==> src/rtl/mbw_pkg.sv <==
// Constants, types and decode helpers for the Modbus I/O register bank
package mbw_pkg;

	////////////////////////////////////////////////////////////////////////
	// Clock and time
	localparam int CLK_PERIOD_NS = 5;
	localparam int MS_NS = 1_000_000;
	localparam int MS_CYCLES = (MS_NS + CLK_PERIOD_NS - 1) / CLK_PERIOD_NS;
	// Input filter, well below the shortest legal pulse of 500 us
	localparam int FILTER_US = 100;
	localparam int FILTER_CYCLES = (FILTER_US * 1000 + CLK_PERIOD_NS - 1) / CLK_PERIOD_NS;

	////////////////////////////////////////////////////////////////////////
	// Function codes
	localparam logic [7:0] FC_RD_COILS = 8'h01;
	localparam logic [7:0] FC_RD_DISCRETE = 8'h02;
	localparam logic [7:0] FC_RD_INPUT_REG = 8'h03;
	localparam logic [7:0] FC_RD_HOLD_REG = 8'h04;
	localparam logic [7:0] FC_WR_COIL = 8'h05;
	localparam logic [7:0] FC_WR_HOLD_REG = 8'h06;
	localparam logic [7:0] FC_WR_COILS = 8'h0F;
	localparam logic [7:0] FC_WR_HOLD_REGS = 8'h10;

	////////////////////////////////////////////////////////////////////////
	// Exception codes in the answer
	localparam logic [7:0] EXC_NONE = 8'h00;
	localparam logic [7:0] EXC_FUNC = 8'h01;
	localparam logic [7:0] EXC_ADDR = 8'h02;
	localparam logic [7:0] EXC_VALUE = 8'h03;

	////////////////////////////////////////////////////////////////////////
	// Register offsets (protocol address, zero based)
	localparam logic [15:0] REG_VERSION = 16'h0000;
	localparam logic [15:0] REG_SLAVE_ADDR = 16'h0001;
	localparam logic [15:0] REG_LINE_SPEED = 16'h0002;
	localparam logic [15:0] REG_FRAME_BITS = 16'h0003;
	localparam logic [15:0] REG_PARITY = 16'h0004;
	localparam logic [15:0] REG_REPLY_WAIT = 16'h0005;
	localparam logic [15:0] REG_FRAMING = 16'h0006;
	localparam logic [15:0] REG_WATCHDOG = 16'h0008;
	localparam logic [15:0] REG_DEFAULT_OUT = 16'h000C;
	localparam logic [15:0] REG_INPUTS = 16'h0032;
	localparam logic [15:0] REG_OUTPUTS = 16'h0033;
	localparam logic [15:0] REG_AO_CURRENT = 16'h0034;
	localparam logic [15:0] REG_AO_VOLTAGE = 16'h0035;
	localparam logic [15:0] REG_CNT1_LO = 16'h0036;
	localparam logic [15:0] REG_CNT1_HI = 16'h0037;
	localparam logic [15:0] REG_CNT2_LO = 16'h0038;
	localparam logic [15:0] REG_CNT2_HI = 16'h0039;
	localparam logic [15:0] REG_AO_MODE = 16'h0040;
	localparam logic [15:0] COIL_COUNT = 16'h0010;
	localparam logic [15:0] INPUT_COUNT = 16'h0002;

	////////////////////////////////////////////////////////////////////////
	// Reset values and fixed words
	localparam logic [15:0] RST_LINE_SPEED = 16'h0003;
	localparam logic [15:0] RST_FRAME_BITS = 16'h0108;
	localparam logic [15:0] RST_ZERO = 16'h0000;
	localparam logic [15:0] SLAVE_ADDR_DEFAULT = 16'h0001;
	// Arbitrary identification word
	localparam logic [15:0] VERSION_WORD = 16'h00A5;
	localparam logic [15:0] COIL_ON = 16'hFF00;
	localparam logic [7:0] STOP_TWO = 8'h02;
	localparam logic [7:0] DATA_SEVEN = 8'h07;
	localparam logic [15:0] LIVE_ZERO_UA = 16'h0FA0;
	localparam logic [15:0] STEP_UA = 16'h0010;

	typedef enum logic [2:0] {PAR_NONE, PAR_ODD, PAR_EVEN, PAR_ZERO, PAR_ONE} mbw_parity_t;

	function automatic logic [31:0] mbw_baud(input logic [15:0] code);
		unique case (code)
			16'h0000: mbw_baud = 32'h0000_0960;
			16'h0001: mbw_baud = 32'h0000_12C0;
			16'h0002: mbw_baud = 32'h0000_2580;
			16'h0003: mbw_baud = 32'h0000_4B00;
			16'h0004: mbw_baud = 32'h0000_9600;
			16'h0005: mbw_baud = 32'h0000_E100;
			16'h0006: mbw_baud = 32'h0001_C200;
			default: mbw_baud = 32'({16'h0000, code} * 32'h0000_000A);
		endcase
	endfunction

endpackage

==> src/rtl/mbw_cnt_if.sv <==
// Carrier between the register bank and one pulse counter
`timescale 1ns/10ps
interface mbw_cnt_if;
	logic wr_lo;
	logic wr_hi;
	logic [15:0] wdata;
	logic [31:0] count;
	logic level;

	modport ctl (output wr_lo, output wr_hi, output wdata, input count, input level);
	modport cnt (input wr_lo, input wr_hi, input wdata, output count, output level);
endinterface

==> src/rtl/mbw_ms_timer.sv <==
// Millisecond down-timer, restarted by a start pulse
`timescale 1ns/10ps
module mbw_ms_timer #(
	parameter int MS_CYC = 200000
) (
	// Clock and reset
	input wire logic clk,
	input wire logic reset,
	// Control
	input wire logic start,
	input wire logic stop,
	input wire logic [15:0] load,
	// Status
	output logic running,
	output logic expire
);
	import mbw_pkg::*;

	localparam int PW = $clog2(MS_CYC + 1);

	logic run_q, run_d;
	logic [15:0] rem_q, rem_d;
	logic [PW-1:0] pre_q, pre_d;
	logic exp_q, exp_d;

	always_comb
	begin
		run_d = run_q;
		rem_d = rem_q;
		pre_d = pre_q;
		exp_d = 1'b0;
		if (stop)
			run_d = 1'b0;
		else if (start)
		begin
			// Prescaler cleared so the first millisecond is a full one
			run_d = (load != 16'h0000);
			rem_d = load;
			pre_d = '0;
		end
		else if (run_q)
		begin
			pre_d = pre_q + PW'(1);
			if (pre_q == PW'(MS_CYC - 1))
			begin
				pre_d = '0;
				rem_d = rem_q - 16'h0001;
				if (rem_q == 16'h0001)
				begin
					run_d = 1'b0;
					exp_d = 1'b1;
				end
			end
		end
	end

	always_ff @(posedge clk or posedge reset)
	begin
		if (reset)
		begin
			run_q <= 1'b0;
			rem_q <= 16'h0000;
			pre_q <= '0;
			exp_q <= 1'b0;
		end
		else
		begin
			run_q <= run_d;
			rem_q <= rem_d;
			pre_q <= pre_d;
			exp_q <= exp_d;
		end
	end

	assign running = run_q;
	assign expire = exp_q;
endmodule

==> src/rtl/mbw_pulse_counter.sv <==
// Filtered input with a 32-bit rising-edge counter
`timescale 1ns/10ps
module mbw_pulse_counter #(
	parameter int FILTER = 20000
) (
	// Clock and reset
	input wire logic clk,
	input wire logic reset,
	// Raw input
	input wire logic din,
	// Register side
	mbw_cnt_if.cnt bus
);
	import mbw_pkg::*;

	localparam int FW = $clog2(FILTER + 1);

	logic din_q, din_d;
	logic level_q, level_d;
	logic [FW-1:0] stable_q, stable_d;
	logic [31:0] count_q, count_d;

	always_comb
	begin
		din_d = din;
		level_d = level_q;
		stable_d = '0;
		count_d = count_q;
		// Level flips only after the new value has held for the whole filter span
		if (din_q != level_q)
		begin
			stable_d = stable_q + FW'(1);
			if (stable_q == FW'(FILTER - 1))
			begin
				level_d = din_q;
				stable_d = '0;
			end
		end
		if (level_d && !level_q)
			count_d = count_q + 32'h0000_0001;
		// Software load of either half wins over a coincident edge
		if (bus.wr_lo)
			count_d[15:0] = bus.wdata;
		if (bus.wr_hi)
			count_d[31:16] = bus.wdata;
	end

	always_ff @(posedge clk or posedge reset)
	begin
		if (reset)
		begin
			din_q <= 1'b0;
			level_q <= 1'b0;
			stable_q <= '0;
			count_q <= 32'h0000_0000;
		end
		else
		begin
			din_q <= din_d;
			level_q <= level_d;
			stable_q <= stable_d;
			count_q <= count_d;
		end
	end

	assign bus.count = count_q;
	assign bus.level = level_q;
endmodule

==> src/rtl/mbw_regbank.sv <==
// Modbus register bank with watchdog, reply delay, counters and indicators
//
// Function
// - Coil space at 00001, codes 1, 5, 15
// - Read-only discrete inputs at 10001, code 2
// - Input registers at 30001, read by code 3
// - Holding registers at 40001, codes 4, 6, 16
// - All registers 16 bits, RTU or ASCII
// - Defaults: address 1, 19200, 8N1, RTU
// - Baud codes 0-6 tabled, others times ten
// - Parity: none, odd, even, zero, one
// - Offset 0x03 stop bits: one or two
// - Offset 0x03 data bits: seven or eight
// - Wait reply delay milliseconds before replying
// - Framing register: 0 RTU, 1 ASCII
// - Watchdog timeout forces outputs to defaults
// - Watchdog resets to zero; zero disables it
// - Current value: per-mille at 4-20, microamps at 0-20
// - Transmit indicator lit while answering good packet
// - Input indicator lit while input high
// - Default output state applied at power-on, timeout
`timescale 1ns/10ps
module mbw_regbank #(
	parameter int MS_CYC = mbw_pkg::MS_CYCLES,
	parameter int FILTER = mbw_pkg::FILTER_CYCLES
) (
	// Clock and reset
	input wire logic clk,
	input wire logic reset,
	// Decoded request from the frame engine
	input wire logic req_valid,
	input wire logic [7:0] req_func,
	input wire logic [15:0] req_addr,
	input wire logic [15:0] req_wdata,
	// Answer
	output logic rsp_valid,
	output logic [15:0] rsp_data,
	output logic [7:0] rsp_exc,
	// Message and transmit handshake
	input wire logic msg_ok,
	input wire logic tx_done,
	output logic tx_start,
	// Serial line setup
	output logic [7:0] slave_address,
	output logic [31:0] line_speed_bps,
	output mbw_pkg::mbw_parity_t parity_mode,
	output logic two_stop_bits,
	output logic seven_data_bits,
	output logic ascii_framing,
	// Digital inputs
	input wire logic din_one,
	input wire logic din_two,
	// Outputs
	output logic [15:0] dig_out,
	output logic ao_4_20_mode,
	output logic [15:0] ao_current_ua,
	output logic [15:0] ao_voltage_mv,
	// Indicators
	output logic input_one_indicator,
	output logic input_two_indicator,
	output logic tx_indicator
);
	import mbw_pkg::*;

	typedef enum logic [1:0] {TX_IDLE, TX_WAIT, TX_SEND} mbw_tx_t;

	////////////////////////////////////////////////////////////////////////
	// State
	logic [15:0] speed_q, speed_d;
	logic [15:0] frame_q, frame_d;
	logic [15:0] parity_q, parity_d;
	logic [15:0] wait_q, wait_d;
	logic [15:0] framing_q, framing_d;
	logic [15:0] wdog_q, wdog_d;
	logic [15:0] dflt_q, dflt_d;
	logic [15:0] outs_q, outs_d;
	logic [15:0] aoc_q, aoc_d;
	logic [15:0] aov_q, aov_d;
	logic [15:0] aom_q, aom_d;
	logic rsp_valid_q, rsp_valid_d;
	logic [15:0] rsp_data_q, rsp_data_d;
	logic [7:0] rsp_exc_q, rsp_exc_d;
	mbw_tx_t tx_q, tx_d;
	logic [15:0] cur_q, cur_d;

	logic wd_expire;
	logic reply_expire;
	logic reply_running;
	logic [15:0] rd_hold;
	logic hold_hit;
	logic [15:0] rd_input;
	logic input_hit;
	logic [15:0] cur_scaled;

	mbw_cnt_if cnt1 ();
	mbw_cnt_if cnt2 ();

	////////////////////////////////////////////////////////////////////////
	// Counters
	mbw_pulse_counter #(.FILTER(FILTER)) u_cnt1 (
		.clk(clk),
		.reset(reset),
		.din(din_one),
		.bus(cnt1.cnt)
	);
	mbw_pulse_counter #(.FILTER(FILTER)) u_cnt2 (
		.clk(clk),
		.reset(reset),
		.din(din_two),
		.bus(cnt2.cnt)
	);

	////////////////////////////////////////////////////////////////////////
	// Timers
	mbw_ms_timer #(.MS_CYC(MS_CYC)) u_wdog (
		.clk(clk),
		.reset(reset),
		.start(msg_ok),
		.stop(wdog_q == 16'h0000),
		.load(wdog_q),
		.running(),
		.expire(wd_expire)
	);
	mbw_ms_timer #(.MS_CYC(MS_CYC)) u_reply (
		.clk(clk),
		.reset(reset),
		.start(msg_ok && tx_q == TX_IDLE),
		.stop(1'b0),
		.load(wait_q),
		.running(reply_running),
		.expire(reply_expire)
	);

	////////////////////////////////////////////////////////////////////////
	// Read decode
	always_comb
	begin
		hold_hit = 1'b1;
		unique case (req_addr)
			REG_LINE_SPEED: rd_hold = speed_q;
			REG_FRAME_BITS: rd_hold = frame_q;
			REG_PARITY: rd_hold = parity_q;
			REG_REPLY_WAIT: rd_hold = wait_q;
			REG_FRAMING: rd_hold = framing_q;
			REG_WATCHDOG: rd_hold = wdog_q;
			REG_DEFAULT_OUT: rd_hold = dflt_q;
			REG_OUTPUTS: rd_hold = outs_q;
			REG_AO_CURRENT: rd_hold = aoc_q;
			REG_AO_VOLTAGE: rd_hold = aov_q;
			REG_CNT1_LO: rd_hold = cnt1.count[15:0];
			REG_CNT1_HI: rd_hold = cnt1.count[31:16];
			REG_CNT2_LO: rd_hold = cnt2.count[15:0];
			REG_CNT2_HI: rd_hold = cnt2.count[31:16];
			REG_AO_MODE: rd_hold = aom_q;
			default:
			begin
				rd_hold = 16'h0000;
				hold_hit = 1'b0;
			end
		endcase
	end

	always_comb
	begin
		input_hit = 1'b1;
		unique case (req_addr)
			REG_VERSION: rd_input = VERSION_WORD;
			REG_SLAVE_ADDR: rd_input = SLAVE_ADDR_DEFAULT;
			REG_INPUTS: rd_input = {14'h0000, cnt2.level, cnt1.level};
			default:
			begin
				rd_input = 16'h0000;
				input_hit = 1'b0;
			end
		endcase
	end

	////////////////////////////////////////////////////////////////////////
	// Register writes, answers and watchdog
	always_comb
	begin
		speed_d = speed_q;
		frame_d = frame_q;
		parity_d = parity_q;
		wait_d = wait_q;
		framing_d = framing_q;
		wdog_d = wdog_q;
		dflt_d = dflt_q;
		outs_d = outs_q;
		aoc_d = aoc_q;
		aov_d = aov_q;
		aom_d = aom_q;
		rsp_valid_d = req_valid;
		rsp_data_d = rsp_data_q;
		rsp_exc_d = EXC_NONE;
		cnt1.wr_lo = 1'b0;
		cnt1.wr_hi = 1'b0;
		cnt2.wr_lo = 1'b0;
		cnt2.wr_hi = 1'b0;
		cnt1.wdata = req_wdata;
		cnt2.wdata = req_wdata;
		// Timeout first so a write in the same cycle still lands
		if (wd_expire)
		begin
			outs_d = dflt_q;
			aoc_d = RST_ZERO;
			aov_d = RST_ZERO;
		end
		if (req_valid)
		begin
			rsp_data_d = 16'h0000;
			unique case (req_func)
				FC_RD_COILS:
					if (req_addr < COIL_COUNT)
						rsp_data_d = {15'h0000, outs_q[req_addr[3:0]]};
					else
						rsp_exc_d = EXC_ADDR;
				FC_RD_DISCRETE:
					if (req_addr < INPUT_COUNT)
						rsp_data_d = {15'h0000, req_addr[0] ? cnt2.level : cnt1.level};
					else
						rsp_exc_d = EXC_ADDR;
				FC_WR_COIL, FC_WR_COILS:
					if (req_addr >= COIL_COUNT)
						rsp_exc_d = EXC_ADDR;
					else if (req_func == FC_WR_COILS)
						outs_d[req_addr[3:0]] = req_wdata[0];
					else if (req_wdata == COIL_ON || req_wdata == 16'h0000)
						outs_d[req_addr[3:0]] = req_wdata[15];
					else
						rsp_exc_d = EXC_VALUE;
				FC_RD_INPUT_REG:
					if (input_hit)
						rsp_data_d = rd_input;
					else
						rsp_exc_d = EXC_ADDR;
				FC_RD_HOLD_REG:
					if (hold_hit)
						rsp_data_d = rd_hold;
					else
						rsp_exc_d = EXC_ADDR;
				FC_WR_HOLD_REG, FC_WR_HOLD_REGS:
					if (!hold_hit)
						rsp_exc_d = EXC_ADDR;
					else
					begin
						unique case (req_addr)
							REG_LINE_SPEED: speed_d = req_wdata;
							REG_FRAME_BITS: frame_d = req_wdata;
							REG_PARITY: parity_d = req_wdata;
							REG_REPLY_WAIT: wait_d = req_wdata;
							REG_FRAMING: framing_d = req_wdata;
							REG_WATCHDOG: wdog_d = req_wdata;
							REG_DEFAULT_OUT: dflt_d = req_wdata;
							REG_OUTPUTS: outs_d = req_wdata;
							REG_AO_CURRENT: aoc_d = req_wdata;
							REG_AO_VOLTAGE: aov_d = req_wdata;
							REG_CNT1_LO: cnt1.wr_lo = 1'b1;
							REG_CNT1_HI: cnt1.wr_hi = 1'b1;
							REG_CNT2_LO: cnt2.wr_lo = 1'b1;
							REG_CNT2_HI: cnt2.wr_hi = 1'b1;
							default: aom_d = req_wdata;
						endcase
					end
				default: rsp_exc_d = EXC_FUNC;
			endcase
		end
	end

	////////////////////////////////////////////////////////////////////////
	// Reply sequencing
	always_comb
	begin
		tx_d = tx_q;
		unique case (tx_q)
			TX_IDLE:
				// Zero delay never starts the timer, so go straight to sending
				if (msg_ok)
					tx_d = (wait_q == 16'h0000) ? TX_SEND : TX_WAIT;
			TX_WAIT:
				if (reply_expire)
					tx_d = TX_SEND;
			TX_SEND:
				if (tx_done)
					tx_d = TX_IDLE;
		endcase
	end

	////////////////////////////////////////////////////////////////////////
	// Current output scaling
	// Live-zero mode spans 16000 uA over 1000 steps
	assign cur_scaled = 16'(LIVE_ZERO_UA + 16'(aoc_q * STEP_UA));
	always_comb
	begin
		cur_d = aom_q[0] ? cur_scaled : aoc_q;
	end

	always_ff @(posedge clk or posedge reset)
	begin
		if (reset)
		begin
			speed_q <= RST_LINE_SPEED;
			frame_q <= RST_FRAME_BITS;
			parity_q <= RST_ZERO;
			wait_q <= RST_ZERO;
			framing_q <= RST_ZERO;
			wdog_q <= RST_ZERO;
			dflt_q <= RST_ZERO;
			outs_q <= RST_ZERO;
			aoc_q <= RST_ZERO;
			aov_q <= RST_ZERO;
			aom_q <= RST_ZERO;
			rsp_valid_q <= 1'b0;
			rsp_data_q <= 16'h0000;
			rsp_exc_q <= EXC_NONE;
			tx_q <= TX_IDLE;
			cur_q <= 16'h0000;
		end
		else
		begin
			speed_q <= speed_d;
			frame_q <= frame_d;
			parity_q <= parity_d;
			wait_q <= wait_d;
			framing_q <= framing_d;
			wdog_q <= wdog_d;
			dflt_q <= dflt_d;
			outs_q <= outs_d;
			aoc_q <= aoc_d;
			aov_q <= aov_d;
			aom_q <= aom_d;
			rsp_valid_q <= rsp_valid_d;
			rsp_data_q <= rsp_data_d;
			rsp_exc_q <= rsp_exc_d;
			tx_q <= tx_d;
			cur_q <= cur_d;
		end
	end

	////////////////////////////////////////////////////////////////////////
	// Outputs
	assign rsp_valid = rsp_valid_q;
	assign rsp_data = rsp_data_q;
	assign rsp_exc = rsp_exc_q;
	assign tx_start = (tx_q != TX_SEND) && (tx_d == TX_SEND);
	assign slave_address = SLAVE_ADDR_DEFAULT[7:0];
	assign line_speed_bps = mbw_baud(speed_q);
	// Codes above four are kept but read as no parity
	assign parity_mode = (parity_q > 16'h0004) ? PAR_NONE : mbw_parity_t'(parity_q[2:0]);
	assign two_stop_bits = (frame_q[15:8] == STOP_TWO);
	assign seven_data_bits = (frame_q[7:0] == DATA_SEVEN);
	assign ascii_framing = framing_q[0];
	assign dig_out = outs_q;
	assign ao_4_20_mode = aom_q[0];
	assign ao_current_ua = cur_q;
	assign ao_voltage_mv = aov_q;
	assign input_one_indicator = cnt1.level;
	assign input_two_indicator = cnt2.level;
	assign tx_indicator = (tx_q != TX_IDLE);
endmodule
==> config.mk <==
export PLATFORM = sky130hd
export DESIGN_NAME = mbw_regbank
export DESIGN_NICKNAME = d
export VERILOG_FILES = /design/src/rtl/mbw_pkg.sv /design/src/rtl/mbw_cnt_if.sv /design/src/rtl/mbw_ms_timer.sv /design/src/rtl/mbw_pulse_counter.sv /design/src/rtl/mbw_regbank.sv
export SDC_FILE = /design/constraint.sdc
export NUM_CORES = 1
export LEC_CHECK = 0
export ABC_CLOCK_PERIOD_IN_PS = 10700
export BUFFER_PORTS_ARGS = -buffer_cell sky130_fd_sc_hd__buf_2
export CAP_MARGIN = 20
export CELL_PAD_IN_SITES_DETAIL_PLACEMENT = 0
export CELL_PAD_IN_SITES_GLOBAL_PLACEMENT = 2
export CORE_ASPECT_RATIO = 2
export CORE_MARGIN = 4
export CORE_UTILIZATION = 36
export CTS_BUF_LIST = sky130_fd_sc_hd__clkbuf_2 sky130_fd_sc_hd__clkbuf_4 sky130_fd_sc_hd__clkbuf_8
export DETAILED_ROUTE_END_ITERATION = 10
export GPL_ROUTABILITY_DRIVEN = 0
export PLACE_DENSITY_LB_ADDON = 0.05
export SLEW_MARGIN = 15
export SYNTH_ARGS = -nofsm -noshare
export SYNTH_HDL_FRONTEND = slang
export SYNTH_SLANG_ARGS = --single-unit
==> constraint.sdc <==
create_clock -name clk -period 10.7 [get_ports clk]
set_input_delay 0.535 -clock clk [delete_from_list [all_inputs] [get_ports clk]]
set_output_delay 0.535 -clock clk [all_outputs]
set_load 0.02 [all_outputs]
## Yosys cells after proc, flatten, opt, wreduce, memory -nomap -nowiden

Cells that the tools add are included.

- Register bits after elaboration: 389
- Latch bits: 0
- Memory bits (writable): 0
- Memory bits (read-only): 0
- Input bits: 47
- Output and inout port bits: 124
- Logic and storage cells: 251
- Memories kept: 0

- $add $sub $neg: 9
- $mul: 1
- Div/mod/pow operators: 0
- $lt $le $gt $ge: 6
- Eq/ne operators: 46
- Shift operators: 0
- Muxes and demuxes: 111
- Bitwise logic cells: 2
- Reduce and logical (&&, ||, !) cells: 42

Operators with widths:

| cell | number |
|---|---|
| $mux 16 | 30 |
| $pmux 16 s15 | 1 |
| $pmux 20 s7 | 1 |
| $eq 16x6->1 const B | 8 |
| $mux 18 | 6 |
| $eq 16x3->1 const B | 6 |
| $logic_not 16->1 | 5 |
| $add 32x1->32 const B | 2 |
| $eq 16x1->1 const B | 4 |
| $eq 16x2->1 const B | 4 |
| $mux 32 | 2 |
| $pmux 16 s4 | 1 |
| $mux 15 | 4 |
| $mux 1 | 45 |
| $pmux 8 s5 | 1 |
| $add 18x1->18 const B | 2 |
| $eq 18x18->1 const B | 2 |
| $bwmux 16 | 2 |
| $eq 16x4->1 const B | 2 |
| $eq 8x3->1 const B | 4 |
| $pmux 16 s2 | 1 |
| $reduce_and 4->1 | 8 |
| $reduce_bool 16->1 | 2 |
| $sub 16x1->16 const B | 2 |
| other kinds (39) | 72 |

## Logic depth before layout (Yosys ltp)

- Depth after elaboration: 10
- Mapped depth: 10
- Mapped depth without buffers: 10

## Hierarchy

From an unflattened synthesis, not the netlist that was laid out.

- Cells, all modules: 2282
- Area, all modules: 22278.9 um^2

By module, submodules not included:

| module | times used | cells an instance | area each (um^2) | sequential area each (um^2) |
|---|---|---|---|---|
| mbw_regbank | 1 | 1228 | 12649.6 | 5335.1 |
| mbw_pulse_counter | 2 | 299 | 2738.9 | 1226.2 |
| mbw_ms_timer | 2 | 228 | 2075.7 | 900.9 |

## Worst setup path after synthesis

No wires, ideal clock.

- Path type: reg-to-output
- From: register speed_q[2]
- To: output line_speed_bps[17]
- Arrival: 3.209 ns
- Required time: 10.165 ns
- Setup slack: 6.956 ns
- Stages on the path, launching flop included: 8
- Path buffers: 0
- Path through: dfrtp_1 > ha_1 > ha_1 > a211oi_1 > nor4_1 > or2_2 > o41a_1 > a2111oi_0

- Cells in the longest elaborated chain, start to end: 2
- Elaborated cells on any way between the ends: 9
- Those cells by class: 1 x mul; 6 x eq/ne; 1 x mux; 1 x reduce/logical

Ends and longest elaborated chain:

| what | line | text |
|---|---|---|
| start: declaration | mbw_regbank.sv:69 | `logic [15:0] speed_q, speed_d;` |
| start signal: assignment | mbw_regbank.sv:321 | `speed_q <= speed_d;` |
| $mul 16x3->19 (tied with other cells) | mbw_pkg.sv:79 | `default: mbw_baud = 32'({16'h0000, code} * 32'h0000_000A);` |
| $pmux 20 s7 (*) | mbw_pkg.sv:71 | `unique case (code)` |
| end: declaration | mbw_regbank.sv:45 | `output logic [31:0] line_speed_bps,` |

Every way passes the cells marked *; elsewhere a longest branch is shown, timed or not.

## Worst setup path in the final report

Ends and elaborated chain as after synthesis.

==> metrics <==
Syn Inst Count=2294; total power=3080 µW; RR Endpoint=u_cnt2.bus.count[26]; synth top area cells=dfrtp_1 (43%), mux2_2 (8.2%), nand3_1 (3.7%); Post-synth ARST share=1.00; Yosys reg bits=383; Max VDD drop=0.0949 mV; Setup Crit Path Kind=register to primary output; fin area=25100 µm²; antenna violations before repair=4; Port Buf Inserts=143; Max-Cap Viols=0; Crit. End Element=primary output; adder-cell area share of the yosys netlist=0.0245; CORE AREA=61200 µm²; largest family of logic cells by synthesized area=simple AND/OR/NAND/NOR gates; startpoint types=register; worst min-delay path startpoint=req_valid; Worst Hold Class=input pin to register; Layout Cells excl Fill=3240; effective utilization at floorplan=0.364; Pre-Repair DR Iteration Count=6; predominant post-synthesis flop cell=dfrtp_1; Worst-path clk slew=0.07 ns; Post-CTS Setup Bufs=0; CTS tree=yes; LEAKAGE=0.0110 µW; simple-gate share of the synthesized area=0.220; Hold EP=rsp_valid; r2r startpoint=u_cnt2.stable_q[8]; multiplexer share of the synthesized area=0.118; Skew-Pair Late Insertion Delay=0.71 ns; WHS Path Cells=1; H-tree Lvls=2; Rel. slew slack=0.153; DRC Markers=0; fin worst setup slack=6.05 ns; DIE AREA=66200 µm²; root buffer cell=clkbuf_8; pin count of the biggest net entering global routing=170; DP Area=23700 µm²; first-pass GRT wire length=139 mm; wire per inst=29.2 µm; vias in the first global route=20.2k; I/O pin cnt=171; Reg2Reg Depth=6; Slew Limit Fails=0; Synth area leader=dfrtp_1; sequential area share after synthesis=0.430; Num CTS Buffers=60; # rows=128; outcome=finished clean; Max Root-Sink Buffers=3; pre-CTS WS=6.31 ns; Netlist cell types=86; Cell Area, Synth=22300 µm²; Tot GR Track Use=0.283; die height=360 µm; internal reg-to-reg setup slack=7.52 ns; top cell type's share of synthesized area=0.425; Synthesis Warnings=0; vias per cell=5.93; RSZ-0062 raised after global routing=false; setup TNS=0 ns; Synth Area in Compound Gates=0.114; Nets=2499; Post-synth EDFFs=0; Total Wirelength=94.7 mm; DR vias=19.2k; Critical Path RT=10.17 ns; Final setup viols=0; skew final=0.0207 ns; pwr dens=123 nW/µm²; die outline width=184 µm; Fin. Hold Viols=0; Critical Path AT=4.12 ns; Synth-to-Final Area Change=12.6%; fin crit share=0.435; CP max FO=15; hpwl dp=69.2 mm; share of post-route cells with drive strength above 1=0.213; Synth Area in XOR/XNOR=0.0523; DRT iter0 DRCs=1140; fmax=215 MHz; placed instance count=3123; TritonCTS Sinks=383; Final Critical Period=4.65 ns; Routed Antenna Nets=0; Slew @ Worst Pin=1.26 ns; total grt overflow=0; Mean Syn Cell Area=9.72 µm²
cell usage in the layout, fill, tap and decap left out, types with 64 or more instances in the layout:
cell      count
nand2_1     157
nand4_1      81
o21ai_0     113
clkbuf_8     73
a21oi_1      64
buf_2       143
nand3_1     165
nor2_1      158
nor3_1       65
xnor2_1      79
mux2_2      162
dfrtp_1     379
cells in the mapped netlist (all sizes together) (5+ instances only):
cell type  count
a22oi         39
a22o          12
mux2i         39
nor3          70
nand2        158
nor4b          8
a222oi        15
o31ai          7
nand2b        46
a31oi         25
inv           38
nor2b         30
nand4         82
o21ai        115
nand3b         8
xor2          54
o22ai          9
and2          26
clkbuf       104
xnor2         79
a221oi        18
nand3        166
o221ai         5
nor2         159
a21o           9
and4          27
nor4          54
a2111oi        6
ha            42
a21oi         64
mux2         182
mux4           5
and3          39
o2111ai        6
or2            9
o211ai         8
a221o          6
a2bb2oi        5
or4            9
nor3b          5
or3           15
buf           57
dfrtp        379
worst max path at each step:
stage | start | endpoint | cells after the start
CTS | speed_q[2] | line_speed_bps[17] | 8
detailed placement | req_func[3] | speed_q[14] | 8
global route | speed_q[2] | line_speed_bps[17] | 8
floorplan | reset | ao_current_ua[0] | 1
global placement | req_func[3] | speed_q[2] | 8
finish | speed_q[2] | line_speed_bps[17] | 8
critical path: stages (launching register included):
cell and delay, ns:
dfrtp_1 0.73, ha_1 0.36, ha_1 0.33, a211oi_1 0.40, nor4_1 0.09, or2_2 0.34, o41a_1 0.45, a2111oi_0 0.48
buf_2 0.26
timing repair:
item                                    in CTS  in global routing
gates resized for setup                      0                  0
hold buffers                                 3                  0
endpoints found under the setup margin       0                  0
endpoints found under the hold margin       19                  0
kinds of logic (layout without fill, tap and decap cells):
family | Yosys count | count (layout)
compound gates | 382 | 382
xor+xnor | 133 | 133
fa+ha+maj | 43 | 43
buf+inv | 200 | 337
flops | 383 | 383
mux | 226 | 226
other cells | 2 | 31
simple gates | 925 | 925
final cells by class:
class | instances | area [µm²]
Fill cell | 6162 | 36100
Timing Repair Buffer | 189 | 1080
Tap cell | 780 | 976
Clock inverter | 13 | 146
Clock buffer | 96 | 1180
Inverter | 39 | 150
Multi-Input combinational cell | 1736 | 12000
Sequential cell | 383 | 9590
Antenna cell | 4 | 10.0
per-layer routing:
| layer | wire length (µm) | part of all wire | up-vias | GRT usage |
|---|---|---|---|---|
| li1 | - | - | 8652 | - |
| met1 | 31800 | 0.34 | 9633 | 0.290 |
| met2 | 49400 | 0.52 | 621 | 0.507 |
| met3 | 3990 | 0.042 | 293 | 0.0382 |
| met4 | 9560 | 0.10 | 0 | 0.223 |
| met5 | 0 | 0 | - | 0 |
power by group:
part | switching (µW) | internal (µW) | leakage, µW
combinational | 167 | 41.6 | 0.00540
sequential | 9.85 | 1450 | 0.00489
clock | 644 | 767 | 0.000709
total | 821 | 2260 | 0.0110
flip-flops by register name, summed over array words and instances, names as in the netlist, 18 cells and up:
signal,count
u_wdog.pre_q,18
u_reply.pre_q,18
u_cnt2.bus.count,32
u_cnt1.bus.count,32
stage by stage:
stage                     hold WS, ns   util
after global placement          0.477  0.388
after CTS                       0.176  0.410
after global routing            0.207  0.410
final                           0.269  0.410
after floorplan                 0.455      -
after detailed placement        0.484  0.388
No activity file was read; power rests on OpenSTA's default activity.
